--- config.mk ---
export PLATFORM = sky130hd
export DESIGN_NAME = txlen_regs
export DESIGN_NICKNAME = d
export VERILOG_FILES = /design/src/shared/txlen_pkg.sv /design/src/core/txlen_fifo_mem.sv /design/src/core/txlen_regs.sv
export SDC_FILE = /design/constraint.sdc
export NUM_CORES = 1
export LEC_CHECK = 0
export BUFFER_PORTS_ARGS = -buffer_cell sky130_fd_sc_hd__buf_4
export CAP_MARGIN = 30
export CORE_MARGIN = 2
export CORE_UTILIZATION = 54
export DETAILED_ROUTE_END_ITERATION = 10
export GPL_ROUTABILITY_DRIVEN = 0
export PLACE_DENSITY = 0.79
export SLEW_MARGIN = 20
export SYNTH_ARGS = -nofsm -noshare
export SYNTH_HDL_FRONTEND = slang
export SYNTH_HIERARCHICAL = 1
export SYNTH_SLANG_ARGS = --single-unit
export TNS_END_PERCENT = 100
--- constraint.sdc ---
create_clock -name core_clk -period 3.05 [get_ports core_clk]
set_clock_uncertainty 0.1 [all_clocks]
set_input_delay 0.305 -clock core_clk [delete_from_list [all_inputs] [get_ports core_clk]]
set_output_delay 0.305 -clock core_clk [all_outputs]
set_load 0.01 [all_outputs]
--- src/shared/txlen_pkg.sv ---
package txlen_pkg;

    // ------------------------------------------------------------------
    // Register map
    // ------------------------------------------------------------------
    localparam logic [4:0] TXLEN_ADDR_HIGH   = 5'h1D;
    localparam logic [4:0] TXLEN_ADDR_LOW    = 5'h1E;
    localparam logic [4:0] TXLEN_ADDR_FIFO   = 5'h1C;
    localparam logic [7:0] TXLEN_RESET_VALUE = 8'h00;

    // ------------------------------------------------------------------
    // Field positions of the second length register
    // ------------------------------------------------------------------
    localparam int TXLEN_LOW_NIB_MSB  = 7;
    localparam int TXLEN_LOW_NIB_LSB  = 4;
    localparam int TXLEN_PART_MSB     = 3;
    localparam int TXLEN_PART_LSB     = 1;
    localparam int TXLEN_PART_FLAG    = 0;

    // ------------------------------------------------------------------
    // FIFO status layout and depth
    // ------------------------------------------------------------------
    localparam int         TXLEN_FIFO_DEPTH = 12;
    localparam int         TXLEN_FSTAT_OVF  = 4;
    localparam logic [3:0] TXLEN_CNT_ZERO   = 4'h0;
    localparam logic [3:0] TXLEN_CNT_FULL   = 4'hC;

    // ------------------------------------------------------------------
    // Encoder states
    // ------------------------------------------------------------------
    typedef enum logic [1:0] {
        TXLEN_IDLE  = 2'b00,
        TXLEN_BYTES = 2'b01,
        TXLEN_PART  = 2'b11,
        TXLEN_EOF   = 2'b10
    } txlen_state_t;

endpackage

--- src/core/txlen_fifo_mem.sv ---
`timescale 1ns/1ps
// ----------------------------------------------------------------------
// Small FIFO storage with registered read data
// ----------------------------------------------------------------------
module txlen_fifo_mem
    import txlen_pkg::*;
(
    // Clock
    input  wire logic       core_clk,
    // Write port
    input  wire logic       wrEn,
    input  wire logic [3:0] wrAddr,
    input  wire logic [7:0] wrData,
    // Read port
    input  wire logic [3:0] rdAddr,
    output logic      [7:0] rdData
);

    logic [7:0] mem [TXLEN_FIFO_DEPTH];

    // Storage and registered read
    always_ff @(posedge core_clk) begin
        if (wrEn) begin
            mem[wrAddr] <= wrData;
        end
        rdData <= mem[rdAddr];
    end

endmodule // txlen_fifo_mem

--- src/core/txlen_regs.sv ---
`timescale 1ns/1ps
// Notes on behaviour
// - The first length register holds byte count bits 11..4, bit 11 at bit 7.
// - The second length register holds byte count bits 3..0 in bits 7..4.
// - Both length registers are zero after reset and while enable is low.
// - Both length registers clear by themselves at the end of each frame.
// - Bit 0 of the second register flags a final byte shorter than 8 bits.
// - Bits 3..1 of the second register give the bits sent of that byte.
// - The partial bit count is used only when the flag is set.
// - FIFO status low nibble reads unread bytes minus one.
// - FIFO status flags overflow when more bytes are written than fit.
module txlen_regs
    import txlen_pkg::*;
(
    // Clock and reset
    input  wire logic       core_clk,
    input  wire logic       resetn,
    // Chip enable
    input  wire logic       chipEnable,
    // Register port
    input  wire logic       regWrite,
    input  wire logic       regRead,
    input  wire logic [4:0] regAddr,
    input  wire logic [7:0] regWrData,
    output logic      [7:0] regRdData,
    // FIFO write from host
    input  wire logic       fifoWrite,
    input  wire logic [7:0] fifoWrData,
    // Transmit control
    input  wire logic       txStart,
    input  wire logic       bitReady,
    output logic            txBit,
    output logic            txBitValid,
    output logic            txActive,
    output logic            txEof,
    output logic      [7:0] txLengthHigh,
    output logic      [7:0] txLengthLow
);

    // ------------------------------------------------------------------
    // State
    // ------------------------------------------------------------------
    logic [7:0]   lenHigh, next_lenHigh;
    logic [7:0]   lenLow, next_lenLow;
    logic [3:0]   wrPtr, next_wrPtr;
    logic [3:0]   rdPtr, next_rdPtr;
    logic [3:0]   fifoCount, next_fifoCount;
    logic         overflow, next_overflow;
    txlen_state_t state, next_state;
    logic [11:0]  bytesLeft, next_bytesLeft;
    logic [2:0]   bitIdx, next_bitIdx;
    logic [2:0]   bitLimit, next_bitLimit;
    logic [7:0]   shiftReg, next_shiftReg;
    logic         loadPend, next_loadPend;
    logic [7:0]   rdData, next_rdOut;
    logic         eofPulse;
    logic         fifoPop;
    logic         doPush;
    logic [7:0]   rdOut;

    // ------------------------------------------------------------------
    // FIFO storage
    // ------------------------------------------------------------------
    // A full FIFO still takes a byte in the cycle that frees a slot
    assign doPush = fifoWrite && (fifoCount != TXLEN_CNT_FULL || fifoPop);

    txlen_fifo_mem u_mem (
        .core_clk (core_clk),
        .wrEn     (doPush),
        .wrAddr   (wrPtr),
        .wrData   (fifoWrData),
        .rdAddr   (rdPtr),
        .rdData   (rdData)
    );

    // ------------------------------------------------------------------
    // Length registers and FIFO pointers
    // ------------------------------------------------------------------
    // Next values of registers, pointers and flags
    always_comb begin
        next_lenHigh   = lenHigh;
        next_lenLow    = lenLow;
        next_wrPtr     = wrPtr;
        next_rdPtr     = rdPtr;
        next_fifoCount = fifoCount;
        next_overflow  = overflow;
        if (regWrite && regAddr == TXLEN_ADDR_HIGH) begin
            next_lenHigh = regWrData;
        end
        if (regWrite && regAddr == TXLEN_ADDR_LOW) begin
            next_lenLow = regWrData;
        end
        if (doPush) begin
            next_wrPtr = (wrPtr == 4'(TXLEN_FIFO_DEPTH - 1)) ? 4'h0
                                                             : wrPtr + 4'h1;
        end
        if (fifoPop) begin
            next_rdPtr = (rdPtr == 4'(TXLEN_FIFO_DEPTH - 1)) ? 4'h0
                                                             : rdPtr + 4'h1;
        end
        next_fifoCount = fifoCount + {3'h0, doPush} - {3'h0, fifoPop};
        if (eofPulse) begin
            next_lenHigh  = TXLEN_RESET_VALUE;
            next_lenLow   = TXLEN_RESET_VALUE;
            next_overflow = 1'b0;
        end
        // Overflow set wins over the frame-end clear
        if (fifoWrite && !doPush) begin
            next_overflow = 1'b1;
        end
        if (!chipEnable) begin
            next_lenHigh   = TXLEN_RESET_VALUE;
            next_lenLow    = TXLEN_RESET_VALUE;
            next_wrPtr     = 4'h0;
            next_rdPtr     = 4'h0;
            next_fifoCount = TXLEN_CNT_ZERO;
            next_overflow  = 1'b0;
        end
    end

    // Register the length and FIFO state
    always_ff @(posedge core_clk or negedge resetn) begin
        if (!resetn) begin
            lenHigh   <= TXLEN_RESET_VALUE;
            lenLow    <= TXLEN_RESET_VALUE;
            wrPtr     <= 4'h0;
            rdPtr     <= 4'h0;
            fifoCount <= TXLEN_CNT_ZERO;
            overflow  <= 1'b0;
        end else begin
            lenHigh   <= next_lenHigh;
            lenLow    <= next_lenLow;
            wrPtr     <= next_wrPtr;
            rdPtr     <= next_rdPtr;
            fifoCount <= next_fifoCount;
            overflow  <= next_overflow;
        end
    end

    // ------------------------------------------------------------------
    // Transmit encoder
    // ------------------------------------------------------------------
    // Next encoder state; pops a byte, shifts it out MSB first
    always_comb begin
        next_state     = state;
        next_bytesLeft = bytesLeft;
        next_bitIdx    = bitIdx;
        next_bitLimit  = bitLimit;
        next_shiftReg  = shiftReg;
        next_loadPend  = 1'b0;
        fifoPop        = 1'b0;
        eofPulse       = 1'b0;
        unique case (state)
            TXLEN_IDLE: begin
                if (txStart) begin
                    next_bytesLeft = {lenHigh,
                        lenLow[TXLEN_LOW_NIB_MSB:TXLEN_LOW_NIB_LSB]};
                    // Partial count honoured only with flag set
                    next_bitLimit = lenLow[TXLEN_PART_FLAG]
                        ? lenLow[TXLEN_PART_MSB:TXLEN_PART_LSB]
                        : 3'h0;
                    if (next_bytesLeft != 12'h000) begin
                        next_state = TXLEN_BYTES;
                        fifoPop    = fifoCount != TXLEN_CNT_ZERO;
                        next_loadPend = fifoPop;
                    end else if (next_bitLimit != 3'h0) begin
                        next_state = TXLEN_PART;
                        fifoPop    = fifoCount != TXLEN_CNT_ZERO;
                        next_loadPend = fifoPop;
                    end else begin
                        next_state = TXLEN_EOF;
                    end
                    next_bitIdx = 3'h0;
                end
            end
            TXLEN_BYTES, TXLEN_PART: begin
                if (loadPend) begin
                    next_shiftReg = rdData;
                end else if (txBitValid && bitReady) begin
                    next_shiftReg = {shiftReg[6:0], 1'b0};
                    next_bitIdx   = bitIdx + 3'h1;
                    if (state == TXLEN_BYTES && bitIdx == 3'h7) begin
                        next_bytesLeft = bytesLeft - 12'h001;
                        if (bytesLeft != 12'h001 || bitLimit != 3'h0) begin
                            fifoPop = fifoCount != TXLEN_CNT_ZERO;
                            next_loadPend = fifoPop;
                            next_state = (bytesLeft != 12'h001)
                                ? TXLEN_BYTES : TXLEN_PART;
                        end else begin
                            next_state = TXLEN_EOF;
                        end
                    end else if (state == TXLEN_PART &&
                                 next_bitIdx == bitLimit) begin
                        next_state = TXLEN_EOF;
                    end
                end
            end
            TXLEN_EOF: begin
                eofPulse   = 1'b1;
                next_state = TXLEN_IDLE;
            end
        endcase
        if (!chipEnable) begin
            next_state = TXLEN_IDLE;
        end
    end

    // Register encoder state
    always_ff @(posedge core_clk or negedge resetn) begin
        if (!resetn) begin
            state     <= TXLEN_IDLE;
            bytesLeft <= 12'h000;
            bitIdx    <= 3'h0;
            bitLimit  <= 3'h0;
            shiftReg  <= 8'h00;
            loadPend  <= 1'b0;
        end else begin
            state     <= next_state;
            bytesLeft <= next_bytesLeft;
            bitIdx    <= next_bitIdx;
            bitLimit  <= next_bitLimit;
            shiftReg  <= next_shiftReg;
            loadPend  <= next_loadPend;
        end
    end

    // ------------------------------------------------------------------
    // Read data and outputs
    // ------------------------------------------------------------------
    // Read mux; status shows count minus one and overflow
    always_comb begin
        next_rdOut = regRdData;
        if (regRead) begin
            unique case (regAddr)
                TXLEN_ADDR_HIGH: next_rdOut = lenHigh;
                TXLEN_ADDR_LOW:  next_rdOut = lenLow;
                TXLEN_ADDR_FIFO: next_rdOut = {3'h0, overflow,
                    fifoCount - 4'h1};
                default:         next_rdOut = 8'h00;
            endcase
        end
    end

    // Registered read data and end-of-frame pulse
    always_ff @(posedge core_clk or negedge resetn) begin
        if (!resetn) begin
            rdOut <= 8'h00;
            txEof <= 1'b0;
        end else begin
            rdOut <= next_rdOut;
            txEof <= eofPulse;
        end
    end

    assign regRdData    = rdOut;
    assign txBit        = shiftReg[7];
    assign txBitValid   = (state == TXLEN_BYTES || state == TXLEN_PART) &&
                          !loadPend;
    assign txActive     = state != TXLEN_IDLE;
    assign txLengthHigh = lenHigh;
    assign txLengthLow  = lenLow;

endmodule // txlen_regs

==> Word level (Yosys, flattened, before mapping) <==
Memories as Yosys holds them, arrays and structs flattened. A register that Yosys moved wholly into a read port is not among the register bits.
Cells that the tools add are included.
Widths: inputs -> output; s select.
{ "totals": {"ff_bits": 67, "ram_bits": 96, "input_bits": 29, "out_inout_bits": 28, "elab_cells": 125, "mem_count": 1} }
{ "op_classes": {"addsub": 7, "eq_ne": 25, "mux": 51, "reduce_logical": 27} }
{ "mem_list": {"columns": ["name", "depth", "width", "rd", "rd_ports_with_merged_regs", "write_ports", "line_no", "rtl"], "rows": [
  ["u_mem.mem", 12, 8, 1, 1, 1, "txlen_fifo_mem.sv:19", "logic [7:0] mem [TXLEN_FIFO_DEPTH];"]
]} }
{ "ops": {"columns": ["op", "count"], "rows": [
  ["$mux 8", 8],
  ["$mux 12", 4],
  ["$mux 4", 7],
  ["$pmux 12 s2", 1],
  ["$pmux 8 s3", 1],
  ["$mux 2", 9],
  ["$eq 5x5->1 const B", 3],
  ["$mux 1", 14],
  ["$mux 3", 4],
  ["$ne 12x1->1 const B", 1],
  ["$reduce_bool 12->1", 1],
  ["$sub 12x1->12 const B", 1],
  ["$ne 3x1->1 const B", 3],
  ["$ne 3x3->1 const B", 3],
  ["$add 4x1->4 const B", 2],
  ["$eq 4x4->1 const B", 2],
  ["$logic_and 1x1->1", 8],
  ["$ne 2x2->1 const B", 4],
  ["$ne 4x4->1 const B", 2],
  ["$reduce_and 4->1", 2],
  ["$pmux 2 s3", 1],
  ["$pmux 3 s2", 1],
  ["$reduce_bool 2->1", 3],
  ["$reduce_bool 3->1", 2],
  ["other kinds (17)", 23]
]} }

==> Longest topological paths before layout <==
Gate-level depths: netlist of the first run.
{ "logic_depth": {"word_depth": 13, "mapped_depth": 14, "depth_no_buf": 13} }

==> Hierarchy <==
The synthesis of the first run kept the hierarchy.
{ "modules_own_cells": {"columns": ["module", "n_inst", "cells_per_inst", "area_each_um2", "seq_area_each_um2"], "rows": [
  ["txlen_fifo_mem", 1, 182, 3873.7, 3042.9],
  ["txlen_regs", 1, 376, 3661.0, 1676.6]
]} }

==> Worst setup path after synthesis of the first run <==
No wires, ideal clock.
{ "synth_path": {"path_type": "reg-to-reg", "startpoint": "register bitIdx[0]", "endpoint": "memory u_mem.mem[0][0], enable pin", "setup_time_ps": 383, "t_arrival_ps": 2449, "required_ps": 2567, "path_slack_ps": 118, "stages_incl_launch_ff": 10, "n_path_buf": 1, "period_less_slack_ps": 2932, "cell_sequence": "dfrtp_1 > ha_1 > ha_1 > nor2b_2 > and3_1 > buf_6 > a32oi_2 > nand2_2 > or3b_2 > nor3_1"} }
{ "synth_between": {"elab_chain_cells": 10} }
{ "synth_lines": {"columns": ["item", "line_no", "rtl"], "rows": [
  ["start, declared", "txlen_regs.sv:51", "logic [2:0] bitIdx, next_bitIdx;"],
  ["start signal, assigned", "txlen_regs.sv:220", "bitIdx <= next_bitIdx;"],
  ["$eq 3x3->1", "txlen_regs.sv:182", "if (state == TXLEN_BYTES && bitIdx == 3'h7) begin"],
  ["$logic_and 1x1->1", "txlen_regs.sv:182", null],
  ["$mux 1", "txlen_regs.sv:182", null],
  ["$mux 1", "txlen_regs.sv:179", "end else if (txBitValid && bitReady) begin"],
  ["$mux 1", "txlen_regs.sv:177", "if (loadPend) begin"],
  ["$pmux 1 s2", "txlen_regs.sv:153", "unique case (state)"],
  ["$logic_or 1x1->1", "txlen_regs.sv:65", "assign doPush = fifoWrite && (fifoCount != TXLEN_CNT_FULL || fifoPop);"],
  ["$logic_and 1x1->1", "txlen_regs.sv:65", null],
  ["named net doPush", "txlen_regs.sv:58", "logic doPush;"],
  ["$mux 1", "txlen_fifo_mem.sv:23", "if (wrEn) begin"],
  ["$mux 1 (not written as such)", "txlen_fifo_mem.sv:24", "mem[wrAddr] <= wrData;"],
  ["end, declared", "txlen_fifo_mem.sv:19", null]
]} }
The timed path passes the listed nets, and every way through them passes these cells.

==> Final worst setup path of the first run <==
{ "layout_path": {"startpoint": "register bitIdx[0]", "endpoint": "register fifoCount[3]"} }
{ "layout_between": {"elab_chain_cells": 11} }
{ "layout_lines": {"columns": ["item", "line_no", "rtl"], "rows": [
  ["$eq 3x3->1 *", "txlen_regs.sv:182", null],
  ["$logic_and 1x1->1 *", "txlen_regs.sv:182", null],
  ["$mux 1 *", "txlen_regs.sv:182", null],
  ["$mux 1 *", "txlen_regs.sv:179", null],
  ["$mux 1 *", "txlen_regs.sv:177", null],
  ["$pmux 1 s2 *", "txlen_regs.sv:153", null],
  ["named net fifoPop", "txlen_regs.sv:57", "logic fifoPop;"],
  ["$logic_or 1x1->1", "txlen_regs.sv:65", null],
  ["$logic_and 1x1->1", "txlen_regs.sv:65", null],
  ["$add 4x1->4", "txlen_regs.sv:101", "next_fifoCount = fifoCount + {3'h0, doPush} - {3'h0, fifoPop};"],
  ["$sub 4x1->4 *", "txlen_regs.sv:101", null],
  ["$mux 4 *", "txlen_regs.sv:111", "if (!chipEnable) begin"],
  ["named net next_fifoCount[3]", "txlen_regs.sv:47", "logic [3:0] fifoCount, next_fifoCount;"],
  ["end signal, assigned", "txlen_regs.sv:135", "fifoCount <= next_fifoCount;"],
  ["end, declared", "txlen_regs.sv:47", null]
]} }
The timed path passes the listed nets; every way through them passes the cells marked *.
A chain may end at the register's enable or synchronous reset.

==> summary.txt, run 1 <==
Worst setup path
  • Worst path cell trace: ha_1, ha_1, nor2b_2, and3_1, nand2_1, a22oi_4, nand2b_1, o21ai_0, ha_1, a21oi_1, nor2_1, or3_1, a21oi_1
  • WS Path Type: flop to flop
  • Slowest stage cell, crit path: dfrtp_1
  • Critical path arrival: 3.09 ns
  • Crit path largest cell delay: 0.42 ns
  • Element type at the critical path end: flop
  • Most frequent CP cell: ha_1
  • Required time worst endpoint: 3.30 ns
  • Crit-path max FO: 4
  • Type of origin of the critical path: flop

CTS
  • CTS tree: built
  • CTS Sinks: 171
  • H-tree levels: 4
  • Root Buffer: clkbuf_16
  • Cts bufs inserted: 17
  • Max clock buf depth: 2
  • Postcts setup bufs: 0
  • Skew-Pair Late Insertion Delay: 0.44 ns
  • # hold bufs at CTS: 1
  • Clock slew at reported path FFs: 0.07 ns
  • Post-CTS Resized: 0

Timing
  • Tmin final: 2.85 ns
  • Final Hold Vio Count: 0
  • Slew Viols, Final: 0
  • Final setup fails: 0
  • Setup TNS: 0 ns
  • Max-slew headroom: 43.7%
  • Achievable frequency: 351 MHz
  • Least-Margin Pin Slew: 0.844 ns
  • RSZ-0062 raised after global routing: false
  • Setup ws final: 0.201 ns
  • Tcrit/Tclk final: 93.4%

Power
  • P per Cell Area: 599 mW/mm2
  • Total power draw: 0.00522 W
  • Max VDD drop: 0.455 mV
  • Leak: 3.27 nW

Synthesis
  • Synth cell count leaders: edfxtp_1, dfrtp_1, nand2_1, a21oi_1, nand3_1
  • Syn_area_per_cell: 13.5 um2
  • Ys async rst share: 39.2%
  • Yosys cell types: 68
  • Post-synth top area cell: edfxtp_1
  • Cell Area, Synth: 0.00753 mm2
  • Syn Inst Count: 558
  • Ys Warns: 6
  • FF+latch count, synth: 171
  • Number of flops mapped to enable cells by yosys: 96
  • Prevailing post-synth register cell: edfxtp_1
  • Top-count cell post-synth: edfxtp_1
  • Post-synthesis sequential area ratio: 62.6%
  • Top cells by area, synth: edfxtp_1, dfrtp_1, mux4_2
  • Synth top area share: 38.3%
  • Mapped Nets: 603

Floorplan
  • DIE AREA: 0.0149 mm2
  • Die height: 122 um
  • Core Area: 0.0138 mm2
  • Initial core utilization: 54.7%
  • Core Rows: 43
  • Die W: 122 um
  • Io pins: 57

Global route
  • GRT Max-Usage Layer: met2
  • Met1 Use GR: 29.9%
  • Vias in the first global route: 4956
  • M3 GR Usage: 6.09%
  • M2 GR Usage: 37.4%
  • Initial antenna violation count: 0
  • Gr ovfl total: 0
  • Largest net degree at the start of global routing: 68
  • First-pass GRT wire length: 25800 um
  • GR Util All Layers: 23.2%

Final layout
  • Layout cells sized above 1: 20.8%
  • Synth-to-Final Area Change: 15.6%
  • Final core utilization: 63.2%
  • Final #Nets: 667
  • Antenna diodes: 0

Place
  • Placement Setup Slack: 0.257 ns
  • Port Buffers: 56
  • DP HPWL: 11000 um

Hold path
  • Hold crit path type: primary input to flop

Detailed routing
  • Mean number of vias per cell: 6.08
  • Vias post-DR: 4959
  • Drt first pass iters: 6
  • Antenna Nets Post-Route: 0
  • Wirelength per Cell: 19.8 um
  • Initial DRC Count: 477
  • DRC violations left: 0
  • Final WL: 16100 um

Status
  • Status: finished clean

Flow run
  • Max_cap viols: 0
-- layout by cell type (no fill, tap or decap), types with 9 or more instances in the layout --
master / n
a21oi_1: 32
a22o_1: 14
a22oi_1: 16
buf_4: 70
clkbuf_16: 17
dfrtp_1: 66
edfxtp_1: 96
ha_1: 15
inv_1: 11
mux2i_1: 22
mux4_2: 14
nand2_1: 53
nand3_1: 29
nor2_1: 22
o21ai_0: 16
o22ai_1: 11
o2bb2ai_1: 9
-- layout make-up --
| type | count | area (um2) |
|---|---|---|
| Fill cell | 1041 | 5060 |
| Sequential cell | 171 | 4720 |
| Multi-Input combinational cell | 348 | 2600 |
| Timing Repair Buffer | 71 | 536 |
| Clock buffer | 18 | 429 |
| Tap cell | 180 | 225 |
| Clock inverter | 14 | 151 |
| Inverter | 13 | 48.8 |
-- critical path: cells and delay by family, from the launching register on --
family	cells	cell delay, ns
AOI/OAI and AO/OA	4	0.54
adders and majority gates	3	0.63
and+or+nand+nor	6	1.07
DFF	1	0.42
-- routing by layer --
metal | vias to the layer above | share of wire (%)
met5 | - | 0
met4 | 0 | 2.5
met3 | 33 | 6.2
met2 | 162 | 50
met1 | 2490 | 41
li1 | 2274 | -
-- cell families (layout without fill, tap and decap cells) --
family / Yosys count / in the layout / share of synthesized area (%)
AO/OA/AOI/OAI: 135 / 135 / 12.5
XOR/XNOR: 6 / 6 / 0.698
buffers and inverters: 39 / 116 / 2.87
flip-flops: 171 / 171 / 62.6
adder cells (fa/ha/maj): 16 / 16 / 2.76
multiplexers: 38 / 38 / 7.80
AND/OR/NAND/NOR: 153 / 153 / 10.7
-- worst paths after layout --
check / from / end / slack [ns] / cells past startpoint
setup / recovery: bitIdx[0]$_DFFE_PN0P_ / fifoCount[3]$_DFF_PN0_ / 0.20 / 13
min in group asynchronous: resetn / txLengthLow[5]$_DFFE_PN0P_ / 0.42 / 2
hold reg to reg: regRdData[6]$_DFFE_PN0P_ / regRdData[6]$_DFFE_PN0P_ / 0.39 / 1
hold / removal: regWrData[0] / txLengthHigh[0]$_DFFE_PN0P_ / 0.03 / 3
max in group asynchronous: resetn / rdPtr[0]$_DFFE_PN0P_ / 1.83 / 2
setup reg to reg: bitIdx[0]$_DFFE_PN0P_ / fifoCount[3]$_DFF_PN0_ / 0.20 / 13
-- metrics by stage --
stage                     std cells  hold slack [ns]  instance area [um2]
after floorplan                 558          -0.0906                 7530
after global routing            815           0.0338                 8710
after CTS                       815           0.0231                 8710
after detailed placement        782            0.363                 8120
final                           815           0.0296                 8710
after global placement          782            0.358                 8120
-- report_power, final --
| group | leakage (nW) | internal, W | switching, W | total, W |
|---|---|---|---|---|
| Combinational | 1.15 | 0.000211 | 0.000302 | 0.000513 |
| Clock | 0.274 | 0.00109 | 0.000991 | 0.00208 |
| Sequential | 1.85 | 0.00253 | 0.0000916 | 0.00262 |
-- flip-flops by register name (all words and copies together), names as in the netlist, 4 cells and up --
register      flops
txLengthHigh      8
txLengthLow       8
shiftReg          8
u_mem/mem        96
fifoCount         4
wrPtr             4
regRdData         8
rdPtr             4
u_mem/rdData      8
bytesLeft        12
No activity file was read; power rests on OpenSTA's default activity.
==> inputs of run 2 (changes only) <==
--- a/config.mk
+++ b/config.mk
@@ -10,6 +10,8 @@
 export CORE_MARGIN = 2
-export CORE_UTILIZATION = 54
+export CORE_UTILIZATION = 55
+export CTS_BUF_LIST = sky130_fd_sc_hd__clkbuf_4
 export DETAILED_ROUTE_END_ITERATION = 10
 export GPL_ROUTABILITY_DRIVEN = 0
-export PLACE_DENSITY = 0.79
+export PLACE_DENSITY = 0.8
+export SKIP_CTS_REPAIR_TIMING = 1
 export SLEW_MARGIN = 20
--- a/constraint.sdc
+++ b/constraint.sdc
@@ -4,2 +4,2 @@
 set_output_delay 0.305 -clock core_clk [all_outputs]
-set_load 0.01 [all_outputs]
+set_load 0.05 [all_outputs]
==> run 2 against run 1 <==
  * Die area decreased by 1.8%
  * Combinational power increased by 5.7%
  * Clock-buffer cell count decreased by 1
  * Global-route usage decreased by 0.14 points
  * Power decreased by 14%
  * Routed wire length decreased by 0.42%
  * Largest power group unchanged
  * Worst hold slack improved by 0.0041 ns
  * Critical path type unchanged
  * Highest routed layer unchanged
==> summary.txt, run 2 (synthesis results as in run 1) <==
CTS
  • CTS Sinks: 171 (unchanged)
  • Clock slew at reported path FFs: 0.16 ns (was 0.07 ns)
  • Max clock buf depth: 2 (unchanged)
  • Skew-Pair Late Insertion Delay: 0.59 ns (was 0.44 ns)
  • Cts bufs inserted: 17 (unchanged)
  • H-tree levels: 4 (unchanged)
  • CTS tree: built (unchanged)
  • Root Buffer: clkbuf_4 (was clkbuf_16)

Power
  • Leak: 3.23 nW (was 3.27 nW)
  • P per Cell Area: 523 mW/mm2 (was 599 mW/mm2)
  • Max VDD drop: 0.474 mV (was 0.455 mV)

Global route
  • Largest net degree at the start of global routing: 68 (unchanged)
  • M3 GR Usage: 5.22% (was 6.09%)
  • Gr ovfl total: 0 (unchanged)
  • Met1 Use GR: 31.0% (was 29.9%)
  • First-pass GRT wire length: 25400 um (was 25800 um)
  • M2 GR Usage: 37.2% (was 37.4%)
  • Initial antenna violation count: 1 (was 0)
  • GR Util All Layers: 23.0% (was 23.2%)
  • GRT Max-Usage Layer: met2 (unchanged)
  • Vias in the first global route: 4912 (was 4956)

Flow run
  • Max_cap viols: 0 (unchanged)

Place
  • Port Buffers: 56 (unchanged)
  • DP HPWL: 10700 um (was 11000 um)
  • Placement Setup Slack: 0.137 ns (was 0.257 ns)

Worst setup path
  • R2r worst-path depth: 12 (was 13)
  • Type of origin of the critical path: flop (unchanged)
  • WS Path Type: flop to flop (unchanged)
  • Element type at the critical path end: flop (unchanged)
  • Crit-path max FO: 8 (was 4)
  • Required time worst endpoint: 3.46 ns (was 3.30 ns)
  • Critical path arrival: 3.27 ns (was 3.09 ns)

Detailed routing
  • Final WL: 16100 um (about the same)
  • Vias post-DR: 4997 (was 4959)
  • Drt first pass iters: 5 (was 6)
  • DRC violations left: 0 (unchanged)
  • Wirelength per Cell: 19.4 um (was 19.8 um)
  • Initial DRC Count: 557 (was 477)
  • Mean number of vias per cell: 6.03 (was 6.08)
  • Antenna Nets Post-Route: 0 (unchanged)

Timing
  • Final setup fails: 0 (unchanged)
  • Setup TNS: 0 ns (unchanged)
  • Max-slew headroom: 42.9% (was 43.7%)
  • RSZ-0062 raised after global routing: false (unchanged)
  • Slew Viols, Final: 0 (unchanged)
  • Final Hold Vio Count: 0 (unchanged)
  • Achievable frequency: 350 MHz (was 351 MHz)
  • Tmin final: 2.86 ns (was 2.85 ns)
  • Setup ws final: 0.189 ns (was 0.201 ns)
  • Tcrit/Tclk final: 93.8% (was 93.4%)
  • Least-Margin Pin Slew: 0.856 ns (was 0.844 ns)

Floorplan
  • Die height: 121 um (was 122 um)
  • Initial core utilization: 56.7% (was 54.7%)
  • Io pins: 57 (unchanged)
  • Core Area: 0.0133 mm2 (was 0.0138 mm2)
  • Core Rows: 42 (was 43)
  • Die W: 121 um (was 122 um)
  • DIE AREA: 0.0147 mm2 (was 0.0149 mm2)

Status
  • Status: finished clean (unchanged)

Final layout
  • Layout cells sized above 1: 20.1% (was 20.8%)
  • Max reg flops: 96 (unchanged)
  • Registers with the most flip-flops: u_mem/mem: 96 flops, bytesLeft: 12 flops (unchanged)
  • Reg with most FFs: u_mem/mem (unchanged)
  • Final #Nets: 684 (was 667)
  • Synth-to-Final Area Change: 14.2% (was 15.6%)
  • Commonest non-fill, non-tap cell in the layout: edfxtp_1 (unchanged)
  • Final core utilization: 64.7% (was 63.2%)
  • Most frequent cells in the layout: edfxtp_1, buf_4, dfrtp_1 (unchanged)

Hold path
  • Hold path depth: 3 (unchanged)
  • Hold crit path type: primary input to flop (unchanged)
[run 2: cell types whose count changed in the layout (fill, tap and decap cells not counted)]
cell / delta
and3_2: +1
clkinv_2: +1
clkbuf_1: -1
clkinvlp_4: -3
bufinv_16: +1
dlygate4sd3_1: +20
and3_1: -1
clkinv_4: +3
diode_2: +1
buf_4: -3
clkinv_8: -1
clkbuf_16: -17
clkbuf_4: +17
[run 2: path summary, 6_finish.rpt]
path | from | endpoint | slack [ns]
min | regRead | regRdData[4]$_DFFE_PN0P_ | 0.03
min reg2reg | u_mem/rdData[0]$_DFF_P_ | shiftReg[0]$_DFFE_PN0P_ | 0.41
max in group asynchronous | resetn | rdPtr[0]$_DFFE_PN0P_ | 1.99
max | bitIdx[0]$_DFFE_PN0P_ | fifoCount[3]$_DFF_PN0_ | 0.19
max reg2reg | bitIdx[0]$_DFFE_PN0P_ | fifoCount[3]$_DFF_PN0_ | 0.19
min in group asynchronous | resetn | txLengthHigh[5]$_DFFE_PN0P_ | 0.24
[run 2: area by class of cell]
type / count / area, um2
repair buffers: 88 / 713
flip-flops and latches: 171 / 4720
multi-input cells: 348 / 2600
fillers: 948 / 4690
well taps: 176 / 220
clock inverters: 15 / 174
inverters: 13 / 48.8
clock buffers: 17 / 128
diodes: 1 / 2.50
[run 2: metrics by stage]
stage | power, W | cells | hold slack, ns | cell area (um2)
floorplan | 0.00301 | 558 | -0.0906 | 7530
global placement | 0.00316 | 775 | 0.358 | 8090
detailed placement | 0.00319 | 775 | 0.374 | 8090
CTS | 0.00450 | 807 | -0.286 | 8390
global route | 0.00470 | 829 | 0.0205 | 8610
finish | 0.00450 | 829 | 0.0337 | 8610
[run 2: report_power, final]
group / leakage [nW] / switching [W] / total [W] / internal [W]
clock: 0.165 / 0.000885 / 0.00134 / 0.000452
combinational: 1.21 / 0.000317 / 0.000542 / 0.000225
sequential: 1.85 / 0.0000926 / 0.00262 / 0.00253
total: 3.23 / 0.00129 / 0.00450 / 0.00321
[run 2: per-layer routing]
metal	wire (um)	up-vias
met5	0	-
met4	218	0
met3	1120	32
met2	8120	190
met1	6600	2455
li1	-	2320
[run 2: critical path, stage by stage, from the launching register on]
cell	delay (ns)
dfrtp_1	0.44
ha_1	0.17
ha_1	0.13
nor2b_2	0.19
and3_2	0.28
nand2_1	0.12
a22oi_4	0.27
nand2b_1	0.17
ha_1	0.30
a21oi_1	0.12
nor2_1	0.05
or3_1	0.30
a21oi_1	0.15
